<file path="src/lcd_dec_pkg.sv">
// Constants, types and decoders for the character display instruction decoder.
// Assumes one 100 MHz clock and an APB master holding each request until answered.
package lcd_dec_pkg;

	localparam int ADDR_W    = 7;
	localparam int DATA_W    = 8;
	localparam int RAM_DEPTH = 128;
	localparam int APB_AW    = 8;
	localparam int APB_DW    = 32;

	localparam logic [APB_AW-1:0] OFS_INSTR = 8'h00;
	localparam logic [APB_AW-1:0] OFS_DATA  = 8'h04;
	localparam logic [APB_AW-1:0] OFS_STATE = 8'h08;

	localparam int CLK_PERIOD_NS = 10;
	localparam int INIT_BUSY_NS  = 2000000;
	localparam int INIT_BUSY_CYC = (INIT_BUSY_NS + CLK_PERIOD_NS - 1) / CLK_PERIOD_NS;
	localparam int CLEAR_CYC     = 165;
	localparam int EXEC_CYC      = 3;

	localparam logic [DATA_W-1:0] SPACE_CODE = 8'h20;
	localparam logic [ADDR_W-1:0] HOME_ADDR  = 7'h00;

	// Instruction field positions
	localparam int BIT_BUSY   = 7;
	localparam int ENT_DIR    = 1;
	localparam int ENT_SHIFT  = 0;
	localparam int DC_DISP    = 2;
	localparam int DC_CURSOR  = 1;
	localparam int DC_BLINK   = 0;
	localparam int SH_DISPLAY = 3;
	localparam int SH_RIGHT   = 2;
	localparam int FS_WIDTH   = 4;
	localparam int FS_LINES   = 3;
	localparam int FS_LAYOUT  = 2;
	localparam int FS_VGEN    = 1;
	localparam int GLYPH_AW   = 6;

	// State word layout
	localparam int ST_BLINK   = 0;
	localparam int ST_CURSOR  = 1;
	localparam int ST_DISP    = 2;
	localparam int ST_DIR     = 3;
	localparam int ST_SHIFT   = 4;
	localparam int ST_VGEN    = 5;
	localparam int ST_WIDTH   = 6;
	localparam int ST_FMT_LSB = 7;
	localparam int ST_GLYPH   = 9;
	localparam int ST_BUSY    = 10;
	localparam int ST_OFS_LSB = 16;

	// Reset values
	localparam logic RST_WIDTH = 1'b1;
	localparam logic RST_DIR   = 1'b1;
	localparam logic RST_OFF   = 1'b0;

	typedef enum logic [3:0] {
		K_NOP        = 4'b0000,
		K_CLEAR      = 4'b0001,
		K_HOME       = 4'b0010,
		K_ENTRY      = 4'b0011,
		K_DISPCTL    = 4'b0100,
		K_SHIFT      = 4'b0101,
		K_FUNC       = 4'b0110,
		K_GLYPH_ADDR = 4'b0111,
		K_TEXT_ADDR  = 4'b1000
	} instr_kind_t;

	typedef enum logic [1:0] {
		FMT_2X12 = 2'b00,
		FMT_2X24 = 2'b01,
		FMT_4X12 = 2'b10
	} line_fmt_t;

	function automatic instr_kind_t decode_instr(input logic [DATA_W-1:0] code);
		priority casez (code)
			8'b1???????: decode_instr = K_TEXT_ADDR;
			8'b01??????: decode_instr = K_GLYPH_ADDR;
			8'b001?????: decode_instr = K_FUNC;
			8'b0001????: decode_instr = K_SHIFT;
			8'b00001???: decode_instr = K_DISPCTL;
			8'b000001??: decode_instr = K_ENTRY;
			8'b0000001?: decode_instr = K_HOME;
			8'b00000001: decode_instr = K_CLEAR;
			default:     decode_instr = K_NOP;
		endcase
	endfunction

	function automatic logic [ADDR_W-1:0] step_addr(input logic [ADDR_W-1:0] a,
	                                                 input logic up);
		step_addr = up ? ADDR_W'(a + 1'b1) : ADDR_W'(a - 1'b1);
	endfunction

endpackage

</file>
<file path="src/lcd_instr_decoder.sv">
// Instruction decoder, busy flag, address counter and display settings.
// Assumes an APB master on SYS_CLK_I; all host inputs are on this clock.
//
// The APB register port and the address map were left to the implementer.
module lcd_instr_decoder
	import lcd_dec_pkg::*;
#(
	parameter int INIT_BUSY_CYCLES = INIT_BUSY_CYC
) (
	input  wire logic              SYS_CLK_I,
	input  wire logic              NRST_I,
	input  wire logic              PSEL_I,
	input  wire logic              PENABLE_I,
	input  wire logic              PWRITE_I,
	input  wire logic [APB_AW-1:0] PADDR_I,
	input  wire logic [APB_DW-1:0] PWDATA_I,
	output logic      [APB_DW-1:0] PRDATA_O,
	output logic                   PREADY_O,
	output logic                   PSLVERR_O,
	output logic                   BUSY_O,
	output logic                   DISPLAY_ON_O,
	output logic                   CURSOR_ON_O,
	output logic                   BLINK_ON_O,
	output logic [1:0]             LINE_FMT_O,
	output logic                   BUS_WIDTH_SEL_O,
	output logic                   VGEN_O
);

	localparam int CNT_W = (INIT_BUSY_CYCLES > CLEAR_CYC) ? $clog2(INIT_BUSY_CYCLES + 1) : 8;

	logic [DATA_W-1:0] text_ram  [RAM_DEPTH];
	logic [DATA_W-1:0] glyph_ram [RAM_DEPTH];

	logic [CNT_W-1:0]  busy_count;
	logic              busy_flag;
	logic [ADDR_W-1:0] addr_counter;
	logic              glyph_sel;
	logic [ADDR_W-1:0] shift_ofs;
	logic              dir_up;
	logic              shift_on;
	line_fmt_t         line_fmt;
	logic              clr_active;
	logic [ADDR_W-1:0] clr_idx;
	logic              rd_go;

	logic              setup;
	logic              complete;
	logic              hit_instr;
	logic              hit_data;
	logic              hit_state;
	logic              wr_instr;
	logic              wr_data;
	logic              rd_data;
	logic [DATA_W-1:0] instruction_reg;
	logic [DATA_W-1:0] data_reg;
	instr_kind_t       kind;
	logic [DATA_W-1:0] ram_q;
	logic [APB_DW-1:0] state_word;
	logic [APB_DW-1:0] next_prdata;
	logic              start_exec;

	// Bus decode
	assign setup     = PSEL_I & ~PENABLE_I;
	assign complete  = PSEL_I & PENABLE_I & PREADY_O;
	assign hit_instr = (PADDR_I == OFS_INSTR);
	assign hit_data  = (PADDR_I == OFS_DATA);
	assign hit_state = (PADDR_I == OFS_STATE);

	// Instructions and data that land while busy are dropped
	assign instruction_reg = PWDATA_I[DATA_W-1:0];
	assign data_reg        = PWDATA_I[DATA_W-1:0];
	assign wr_instr        = complete & PWRITE_I & hit_instr & ~busy_flag;
	assign wr_data         = complete & PWRITE_I & hit_data & ~busy_flag;
	assign rd_data         = complete & ~PWRITE_I & rd_go;
	assign kind            = decode_instr(instruction_reg);

	// A no operation code neither changes state nor raises busy
	assign start_exec = (wr_instr & (kind != K_NOP)) | wr_data | rd_data;

	// One counter addresses both RAMs
	assign ram_q = glyph_sel ? glyph_ram[addr_counter] : text_ram[addr_counter];

	always_comb begin
		state_word                              = '0;
		state_word[ST_BLINK]                    = BLINK_ON_O;
		state_word[ST_CURSOR]                   = CURSOR_ON_O;
		state_word[ST_DISP]                     = DISPLAY_ON_O;
		state_word[ST_DIR]                      = dir_up;
		state_word[ST_SHIFT]                    = shift_on;
		state_word[ST_VGEN]                     = VGEN_O;
		state_word[ST_WIDTH]                    = BUS_WIDTH_SEL_O;
		state_word[ST_FMT_LSB +: 2]             = line_fmt;
		state_word[ST_GLYPH]                    = glyph_sel;
		state_word[ST_BUSY]                     = busy_flag;
		state_word[ST_OFS_LSB +: ADDR_W]        = shift_ofs;
	end

	always_comb begin
		next_prdata = '0;
		if (hit_instr) begin
			// Status read is answered at once, even while busy
			next_prdata[BIT_BUSY]     = busy_flag;
			next_prdata[ADDR_W-1:0]   = addr_counter;
		end else if (hit_data && !busy_flag) begin
			next_prdata[DATA_W-1:0] = ram_q;
		end else if (hit_state) begin
			next_prdata = state_word;
		end
	end

	// APB answer: one access cycle, no wait states
	always_ff @(posedge SYS_CLK_I or negedge NRST_I) begin
		if (!NRST_I) begin
			PREADY_O  <= 1'b0;
			PSLVERR_O <= 1'b0;
			PRDATA_O  <= '0;
			rd_go     <= 1'b0;
		end else if (setup) begin
			PREADY_O  <= 1'b1;
			PSLVERR_O <= ~(hit_instr | hit_data | (hit_state & ~PWRITE_I));
			PRDATA_O  <= PWRITE_I ? '0 : next_prdata;
			rd_go     <= ~PWRITE_I & hit_data & ~busy_flag;
		end else if (complete) begin
			PREADY_O  <= 1'b0;
			PSLVERR_O <= 1'b0;
			rd_go     <= 1'b0;
		end
	end

	// Busy timing; power-on starts a long busy phase on its own
	always_ff @(posedge SYS_CLK_I or negedge NRST_I) begin
		if (!NRST_I) begin
			busy_count <= CNT_W'(INIT_BUSY_CYCLES);
			busy_flag  <= 1'b1;
		end else if (start_exec) begin
			busy_flag  <= 1'b1;
			if (wr_instr && kind == K_CLEAR) begin
				busy_count <= CNT_W'(CLEAR_CYC);
			end else begin
				busy_count <= CNT_W'(EXEC_CYC);
			end
		end else if (busy_count > CNT_W'(1)) begin
			busy_count <= busy_count - 1'b1;
		end else begin
			busy_count <= '0;
			busy_flag  <= 1'b0;
		end
	end

	// Address counter and RAM select
	always_ff @(posedge SYS_CLK_I or negedge NRST_I) begin
		if (!NRST_I) begin
			addr_counter <= HOME_ADDR;
			glyph_sel    <= 1'b0;
		end else if (wr_instr) begin
			unique case (kind)
				K_CLEAR, K_HOME: begin
					addr_counter <= HOME_ADDR;
					glyph_sel    <= 1'b0;
				end
				K_TEXT_ADDR: begin
					addr_counter <= instruction_reg[ADDR_W-1:0];
					glyph_sel    <= 1'b0;
				end
				K_GLYPH_ADDR: begin
					// Top bit kept; only set via text address or stepping
					addr_counter <= {addr_counter[ADDR_W-1], instruction_reg[GLYPH_AW-1:0]};
					glyph_sel    <= 1'b1;
				end
				K_SHIFT: begin
					if (!instruction_reg[SH_DISPLAY]) begin
						addr_counter <= step_addr(addr_counter, instruction_reg[SH_RIGHT]);
					end
				end
				default: begin
				end
			endcase
		end else if (wr_data || rd_data) begin
			addr_counter <= step_addr(addr_counter, dir_up);
		end
	end

	// Display shift offset
	always_ff @(posedge SYS_CLK_I or negedge NRST_I) begin
		if (!NRST_I) begin
			shift_ofs <= '0;
		end else if (wr_instr && (kind == K_CLEAR || kind == K_HOME)) begin
			shift_ofs <= '0;
		end else if (wr_instr && kind == K_SHIFT && instruction_reg[SH_DISPLAY]) begin
			shift_ofs <= step_addr(shift_ofs, instruction_reg[SH_RIGHT]);
		end else if (wr_data && shift_on && !glyph_sel) begin
			// Incrementing entry shifts the picture left
			shift_ofs <= step_addr(shift_ofs, ~dir_up);
		end
	end

	// Entry mode
	always_ff @(posedge SYS_CLK_I or negedge NRST_I) begin
		if (!NRST_I) begin
			dir_up   <= RST_DIR;
			shift_on <= RST_OFF;
		end else if (wr_instr && kind == K_ENTRY) begin
			dir_up   <= instruction_reg[ENT_DIR];
			shift_on <= instruction_reg[ENT_SHIFT];
		end else if (wr_instr && kind == K_CLEAR) begin
			dir_up   <= 1'b1;
		end
	end

	// Display control
	always_ff @(posedge SYS_CLK_I or negedge NRST_I) begin
		if (!NRST_I) begin
			DISPLAY_ON_O <= RST_OFF;
			CURSOR_ON_O  <= RST_OFF;
			BLINK_ON_O   <= RST_OFF;
		end else if (wr_instr && kind == K_DISPCTL) begin
			DISPLAY_ON_O <= instruction_reg[DC_DISP];
			CURSOR_ON_O  <= instruction_reg[DC_CURSOR];
			BLINK_ON_O   <= instruction_reg[DC_BLINK];
		end
	end

	// Function set
	always_ff @(posedge SYS_CLK_I or negedge NRST_I) begin
		if (!NRST_I) begin
			BUS_WIDTH_SEL_O <= RST_WIDTH;
			VGEN_O          <= RST_OFF;
			line_fmt        <= FMT_2X12;
		end else if (wr_instr && kind == K_FUNC) begin
			BUS_WIDTH_SEL_O <= instruction_reg[FS_WIDTH];
			VGEN_O          <= instruction_reg[FS_VGEN];
			if (instruction_reg[FS_LINES] && !instruction_reg[FS_LAYOUT]) begin
				line_fmt <= FMT_2X24;
			end else if (instruction_reg[FS_LINES]) begin
				line_fmt <= FMT_4X12;
			end else if (!instruction_reg[FS_LAYOUT]) begin
				line_fmt <= FMT_2X12;
			end
			// Reserved layout keeps the old format
		end
	end

	assign LINE_FMT_O = line_fmt;
	assign BUSY_O     = busy_flag;

	// Clear sweep: one location per clock, well inside the busy time
	// A power-on busy time shorter than the sweep lets early text writes be lost
	always_ff @(posedge SYS_CLK_I or negedge NRST_I) begin
		if (!NRST_I) begin
			clr_active <= 1'b1;
			clr_idx    <= '0;
		end else if (wr_instr && kind == K_CLEAR) begin
			clr_active <= 1'b1;
			clr_idx    <= '0;
		end else if (clr_active) begin
			clr_idx    <= ADDR_W'(clr_idx + 1'b1);
			clr_active <= (clr_idx != ADDR_W'(RAM_DEPTH - 1));
		end
	end

	// RAM arrays carry no reset; the sweep blanks text after power-on
	always_ff @(posedge SYS_CLK_I) begin
		if (clr_active) begin
			text_ram[clr_idx] <= SPACE_CODE;
		end else if (wr_data && !glyph_sel) begin
			text_ram[addr_counter] <= data_reg;
		end
		if (wr_data && glyph_sel) begin
			glyph_ram[addr_counter] <= data_reg;
		end
	end
endmodule

</file>
<file path="config.mk">
export PLATFORM = sky130hd
export DESIGN_NAME = lcd_instr_decoder
export DESIGN_NICKNAME = d
export VERILOG_FILES = /design/src/lcd_dec_pkg.sv /design/src/lcd_instr_decoder.sv
export SDC_FILE = /design/constraint.sdc
export NUM_CORES = 2
export LEC_CHECK = 0
export BUFFER_PORTS_ARGS = -buffer_cell sky130_fd_sc_hd__buf_2
export CORE_ASPECT_RATIO = 1.5
export CORE_MARGIN = 5
export CORE_UTILIZATION = 40
export DETAILED_ROUTE_END_ITERATION = 6
export GPL_ROUTABILITY_DRIVEN = 0
export SYNTH_ARGS = -nofsm -noshare
export SYNTH_HDL_FRONTEND = slang
export SYNTH_SLANG_ARGS = --single-unit
</file>
<file path="constraint.sdc">
create_clock -name SYS_CLK_I -period 4 [get_ports SYS_CLK_I]
set_clock_uncertainty 0.15 [all_clocks]
set_input_delay 0.6 -clock SYS_CLK_I [delete_from_list [all_inputs] [get_ports SYS_CLK_I]]
set_output_delay 0.6 -clock SYS_CLK_I [all_outputs]
set_load 0.005 [all_outputs]
</file>
Word-level counts from Yosys, hierarchy flattened --
Memories as Yosys holds them, arrays and structs flattened. Index checks and enable logic that the tools add are counted.
Word-level totals: flip-flop bits (word level) 86, latch bits 0, RAM bits 2048, bits in read-only memories 0, input port bits 45, output and inout port bits 42, logic and storage cells 156, memories 2
Memory list:
- glyph_ram | words 128, width 8, rd ports 1, clocked after memory_dff 0, write ports 1, RTL line lcd_instr_decoder.sv:32 | logic [DATA_W-1:0] glyph_ram [RAM_DEPTH];
- text_ram | words 128, width 8, rd ports 1, clocked after memory_dff 0, write ports 1, RTL line lcd_instr_decoder.sv:31 | logic [DATA_W-1:0] text_ram [RAM_DEPTH];
Cells by class: $add $sub $neg 6, multiply operators 0, divide/modulo/power cells 0, magnitude comparators 1, equal/unequal tests 24, shift-type cells 0, muxes and demuxes 48, bitwise operators 22, reduce and logical (&&, ||, !) cells 33
Operator list (count):
- 7-bit 2-to-1 mux | 13
- 8-bit 2-to-1 mux | 5
- 18-bit 2-to-1 mux | 2
- 32-bit 2-to-1 mux | 1
- 4-bit one-hot mux with 8 select lines | 1
- 7-bit one-hot mux with 4 select lines | 1
- 24-bit 2-to-1 mux | 1
- 23-bit 2-to-1 mux | 1
- 7-bit by 1-bit adder with 7-bit output, second input constant | 3
- 18-bit by 1-bit greater-than comparator with 1-bit output, second input constant | 1
- 1-bit 2-to-1 mux | 18
- 18-bit by 1-bit subtractor with 18-bit output, second input constant | 1
- 4-bit by 3-bit == test with 1-bit output, second input constant | 4
- 15-bit 2-to-1 mux | 1
- 1-bit AND | 14
- 7-bit by 1-bit subtractor with 7-bit output, second input constant | 2
- 1-bit logical AND | 13
- 2-bit nonzero test | 5
- 4-bit by 1-bit == test with 1-bit output, second input constant | 2
- 4-bit by 2-bit == test with 1-bit output, second input constant | 2
- 8-bit by 1-bit == test with 1-bit output, second input constant | 1
- 8-bit by 3-bit == test with 1-bit output, second input constant | 1
- 8-bit by 4-bit == test with 1-bit output, second input constant | 1
- 8-bit zero test | 1
- 26 further kinds | 39

Logic depth before layout (Yosys ltp) --
depth after elaboration 11, depth in mapped cells 15

Worst setup path before layout --
No wires, ideal clock.
path kind input port to flip-flop, start point in PADDR_I[5], end point mem text_ram[0][0], data pin, setup time 536 ps, arrival 4113 ps, required time 3314 ps, slack -798 ps, stages on the path 9, path buffers 4, cells stage by stage nor4_4 nand2_2 or4_1 buf_2 nor4_4 buf_6 buf_6 buf_2 and2_1
On the way: word-level cells in the longest chain between the ends 9
RTL lines:
- start: declaration | RTL line lcd_instr_decoder.sv:15 | input wire logic [APB_AW-1:0] PADDR_I,
- 8-bit by 3-bit == test with 1-bit output | RTL line lcd_instr_decoder.sv:66 | assign hit_data = (PADDR_I == OFS_DATA);
- 1-bit AND (2 in a row) | RTL line lcd_instr_decoder.sv:73 | assign wr_data = complete & PWRITE_I & hit_data & ~busy_flag;
- 1-bit logical AND | RTL line lcd_instr_decoder.sv:265 | end else if (wr_data && !glyph_sel) begin
- 1-bit 2-to-1 mux | RTL line lcd_instr_decoder.sv:265
- 1-bit 2-to-1 mux | RTL line lcd_instr_decoder.sv:263 | if (clr_active) begin
- 1-bit 2-to-1 mux (implied by the code) | RTL line lcd_instr_decoder.sv:266 | text_ram[addr_counter] <= data_reg;
- 8-bit OR reduction (no source line)
- 8-bit 2-to-1 mux (no source line)
- end: declaration | RTL line lcd_instr_decoder.sv:31
No other way between the ends.

Final worst setup path --
start point reg addr_counter[0], end point reg PRDATA_O[7]
On the way: word-level cells in the longest chain between the ends 5
RTL lines:
- start: declaration | RTL line lcd_instr_decoder.sv:36 | logic [ADDR_W-1:0] addr_counter;
- start signal: assignment | RTL line lcd_instr_decoder.sv:162 | addr_counter <= instruction_reg[ADDR_W-1:0];
- start signal: assignment | RTL line lcd_instr_decoder.sv:167 | addr_counter <= {addr_counter[ADDR_W-1], instruction_reg[GLYPH_AW-1:0]};
- start signal: assignment | RTL line lcd_instr_decoder.sv:172 | addr_counter <= step_addr(addr_counter, instruction_reg[SH_RIGHT]);
- memory 128 x 8 bit (on tied branches)
- 8-bit 2-to-1 mux * | RTL line lcd_instr_decoder.sv:81 | assign ram_q = glyph_sel ? glyph_ram[addr_counter] : text_ram[addr_counter];
- 8-bit 2-to-1 mux * | RTL line lcd_instr_decoder.sv:104 | end else if (hit_data && !busy_flag) begin
- 8-bit 2-to-1 mux * | RTL line lcd_instr_decoder.sv:100 | if (hit_instr) begin
- 32-bit 2-to-1 mux * | RTL line lcd_instr_decoder.sv:121 | PRDATA_O <= PWRITE_I ? '0 : next_prdata;
- end signal: assignment | RTL line lcd_instr_decoder.sv:121
- end: declaration | RTL line lcd_instr_decoder.sv:17 | output logic [APB_DW-1:0] PRDATA_O,
Mark *: on every way between the ends. The rest lies on a longest branch, timed or not. A chain may end at the register's enable or synchronous reset.

==> metrics.md <==
| Metric | Value |
|---|---|
| Most frequent standard cell in the layout excluding fill and tap cells | sky130_fd_sc_hd__edfxtp_1 |
| Element type at the critical path start | flip-flop |
| Post-Syn Area per Cell | 16.2 um2 |
| Critical register-to-register path endpoint | PRDATA_O[7]$_DFFE_PN0P_ |
| Distinct cell type count of the synthesized netlist | 84 |
| Post-synth ARST share | 3.40% |
| Chip width | 386 um |
| Fraction of the mapped netlist area in adder cells | 0.103% |
| Port bufs | 48 |
| RSZ-0062 raised after global routing | no |
| Period minus WS final | 4030 ps |
| Cell Count Post-Placement | 8351 |
| Clock latency on the worst-skew pair | 870 ps |
| Path depth of the worst reg2reg path | 10 |
| Flip-flop cell with the highest count after synthesis | sky130_fd_sc_hd__edfxtp_1 |
| Hold Slack | 38.6 ps |
| Max-Slew Margin vs Limit | 10.6% |
| Simple-gate area share of the yosys netlist | 5.02% |
| Register share of total power | 55.5% |
| Clk sinks | 2120 |
| GR Overflow Total | 0 |
| Layout overhead on the synthesized area | 17.0% |
| Netlist area before placement | 84700 um2 |
| Routed Wire Length | 294000 um |
| CTS root buffer | sky130_fd_sc_hd__clkbuf_16 |
| Ports placed on the boundary | 87 |
| Least-Margin Pin Slew | 1330 ps |
| Required @ worst endpoint | 4560 ps |
| Switching power share of the total | 20.8% |
| Metal1 wirelength | 99800 um |
| Highest achievable clock rate | 248 MHz |
| Number of H-tree levels | 4 |
| Main combinational cell family by area after synthesis | compound AO/OA/AOI/OAI gates |
| Number of DRC violations after detailed-routing iteration 0 | 7084 |
| Reg2reg start | addr_counter[0]$_DFFE_PN0P_ |
| # Max-Cap Violations | 0 |
| Ratio of total power to cell area | 443 nW/um2 |
| Compound-cell area share of the yosys netlist | 10.0% |
| Register area | 63300 um2 |
| Row count | 207 |
| Hpwl dp | 194000 um |
| Sum of met3 wire segment lengths after detailed routing | 25000 um |
| Number of buffers created by CTS | 191 |
| Post-CTS clock slew at the launch and capture registers of the worst setup and hold paths | 70 ps |
| Data arrival time of the critical path | 4590 ps |
| First-pass GRT wire length | 408000 um |
| Startpoint of the worst setup timing path | addr_counter[0]$_DFFE_PN0P_ |
| Vias per inst | 6.20 |
| Post-place instance area | 93000 um2 |
| Final hold violation count | 0 |
| Capturing element type of the critical path | flip-flop |
| Floorplan die area | 221000 um2 |
| Die Y-Extent | 574 um |
| Portion of total power attributed to the clock network | 41.4% |
| Total number of vias | 53900 |
| Initial antenna violation count | 6 |
| Final slew viol count | 0 |
| Overall Global Routing Usage | 25.9% |
| Detail Route met2 WL | 142000 um |
| Max Buffers Root-to-Sink | 4 |
| Area of the core | 211000 um2 |
| Register-to-Register Setup Slack | -30 ps |
| Cell-internal power | 34.8 mW |
| Dpl ws | -449 ps |
| Final Non-Filler Cells | 8692 |
| Number of design rule violations left after detail routing | 0 |
| Post-route cell area | 99100 um2 |
| Multi-input logic area | 19800 um2 |
| Pre-antenna DRT Iters | 6 |
| Final Cycle Share | 101% |
| Detail-routed net length per standard cell | 33.8 um |
| Comb pwr share | 3.2% |
| Post-synthesis xor/xnor area fraction | 0.341% |
| EDFF count, synth | 2048 |
| Worst supply voltage drop on vdd | 0.341 mV |
| Finished Core Util | 46.9% |
| Highest fanout seen on the critical path | 15 |
| Number of nets with antenna violations after detailed routing | 0 |
| FF+latch count, synth | 2120 |
| Tightest Hold Check Type | in -> reg |
| Power after layout | 43.9 mW |
| Max layer used | met5 |
| Share of final-layout standard cells stronger than drive strength 1 | 22.1% |
| Number of nets in the layout | 5778 |
| TNS Setup | -30.0 ps |
| Pin count of the biggest net entering global routing | 129 |
| Cell count after synthesis | 5229 |
| Vias in the first global route | 53200 |
| Starting Density | 40.1% |
| Category of the most critical setup path | reg -> reg |
| Number of buffers added for setup after CTS | 0 |
| Clock tree from TritonCTS | yes |
| Result of the run | finished, violations left |
| Leakage Power | 30.8 nW |
| Endpoints failing setup | 1 |
| Switching power | 9.11 mW |
| Most frequent cells in the layout | 2048 x sky130_fd_sc_hd__edfxtp_1, 543 x sky130_fd_sc_hd__buf_4, 337 x sky130_fd_sc_hd__nor2_1, 290 x sky130_fd_sc_hd__mux2i_1, 234 x sky130_fd_sc_hd__o21ai_0 |
| Multiplexer share of the synthesized area | 7.57% |
| Part of the Yosys area used for sequential elements | 74.7% |
| Slack of the critical path | -30.0 ps |
| End of the critical path | PRDATA_O[7]$_DFFE_PN0P_ |
| FILL cells | 18100 |
| Violations in the final reports | negative setup slack |
| Number of warnings printed during yosys synthesis | 0 |
-- worst max-delay path: stages, from the launching register on --
cell,delay (ps)
sky130_fd_sc_hd__dfrtp_4,630
sky130_fd_sc_hd__buf_4,220
sky130_fd_sc_hd__nor2_4,710
sky130_fd_sc_hd__a221oi_1,270
sky130_fd_sc_hd__o21ai_0,360
sky130_fd_sc_hd__o211ai_1,250
sky130_fd_sc_hd__a311oi_1,590
sky130_fd_sc_hd__buf_4,200
sky130_fd_sc_hd__o41ai_1,70
sky130_fd_sc_hd__buf_4,150
sky130_fd_sc_hd__a31oi_1,280
-- worst min path at each step --
stage	start	to	cells after the start
after floorplan	NRST_I	BLINK_ON_O$_DFFE_PN0P_	0
after global placement	rd_go$_DFFE_PN0P_	rd_go$_DFFE_PN0P_	2
after detailed placement	PSLVERR_O$_DFFE_PN0P_	PSLVERR_O$_DFFE_PN0P_	1
after CTS	PWDATA_I[2]	glyph_ram[74][2]$_DFFE_PP_	1
after global routing	PWDATA_I[2]	glyph_ram[76][2]$_DFFE_PP_	1
final	PWDATA_I[2]	glyph_ram[76][2]$_DFFE_PP_	1
-- power groups by stage --
stage / sequential, mW / clock [mW] / combinational, mW
final: 24.3 / 18.2 / 1.40
after global placement: 24.8 / 0 / 1.34
after floorplan: 24.8 / 0 / 0.664
after global routing: 24.3 / 19.1 / 1.45
after detailed placement: 24.8 / 0 / 1.37
after CTS: 24.3 / 18.3 / 1.38
-- synthesized netlist by cell type (all sizes together) (14+ instances only) --
| master | instances | area [um2] |
|---|---|---|
| a211oi | 48 | 360 |
| a21oi | 236 | 1200 |
| a221o | 88 | 881 |
| a221oi | 230 | 2010 |
| a22o | 46 | 403 |
| a22oi | 104 | 786 |
| a31oi | 33 | 206 |
| and2 | 14 | 87.6 |
| buf | 208 | 1100 |
| clkbuf | 189 | 709 |
| dfrtp | 62 | 1550 |
| edfxtp | 2048 | 61500 |
| inv | 19 | 71.3 |
| mux2 | 194 | 2180 |
| mux2i | 290 | 2900 |
| mux4 | 59 | 1330 |
| nand2 | 211 | 797 |
| nand2b | 15 | 93.8 |
| nand3 | 66 | 330 |
| nand4 | 26 | 163 |
| nor2 | 342 | 1290 |
| nor3 | 144 | 776 |
| nor4 | 21 | 168 |
| o211ai | 18 | 135 |
| o21ai | 234 | 1170 |
| o221ai | 15 | 131 |
| o22ai | 32 | 200 |
| o2bb2ai | 16 | 140 |
| xnor2 | 18 | 158 |
| xor2 | 15 | 131 |
-- area by class of cell --
cell class | count | area share [%]
Sequential cell | 2120 | 63.9
Multi-Input combinational cell | 2704 | 19.9
Timing Repair Buffer | 688 | 6.42
Clock buffer | 232 | 5.10
Tap cell | 2821 | 3.56
Clock inverter | 97 | 0.966
Inverter | 21 | 0.0921
Antenna cell | 9 | 0.0227
-- sequential cells by signal, indices dropped and copies added, names as in the netlist, 2 cells and up --
register	cells
LINE_FMT_O	2
PRDATA_O	18
addr_counter	7
busy_count	18
clr_idx	7
glyph_ram	1024
shift_ofs	7
text_ram	1024
-- metal layers --
| metal | track usage [%] | vias up |
|---|---|---|
| met5 | 0.110 | - |
| met4 | 19.0 | 4 |
| met3 | 4.18 | 938 |
| met2 | 42.9 | 3305 |
| met1 | 30.5 | 27600 |
| li1 | - | 22000 |
-- timing repair --
item / in CTS / in global routing
hold buffers: 3 / 0
setup endpoints to repair: 1 / 1
hold endpoints to repair: 69 / 0
gates resized for setup: 2 / 1
-- cell families after synthesis --
family	Yosys count
adder cells (fa/ha/maj)	7
other	1
flip-flops	2120
buffers and inverters	418
AO/OA/AOI/OAI	1197
multiplexers	543
XOR/XNOR	33
AND/OR/NAND/NOR	910
No activity file was read; power rests on OpenSTA's default activity.
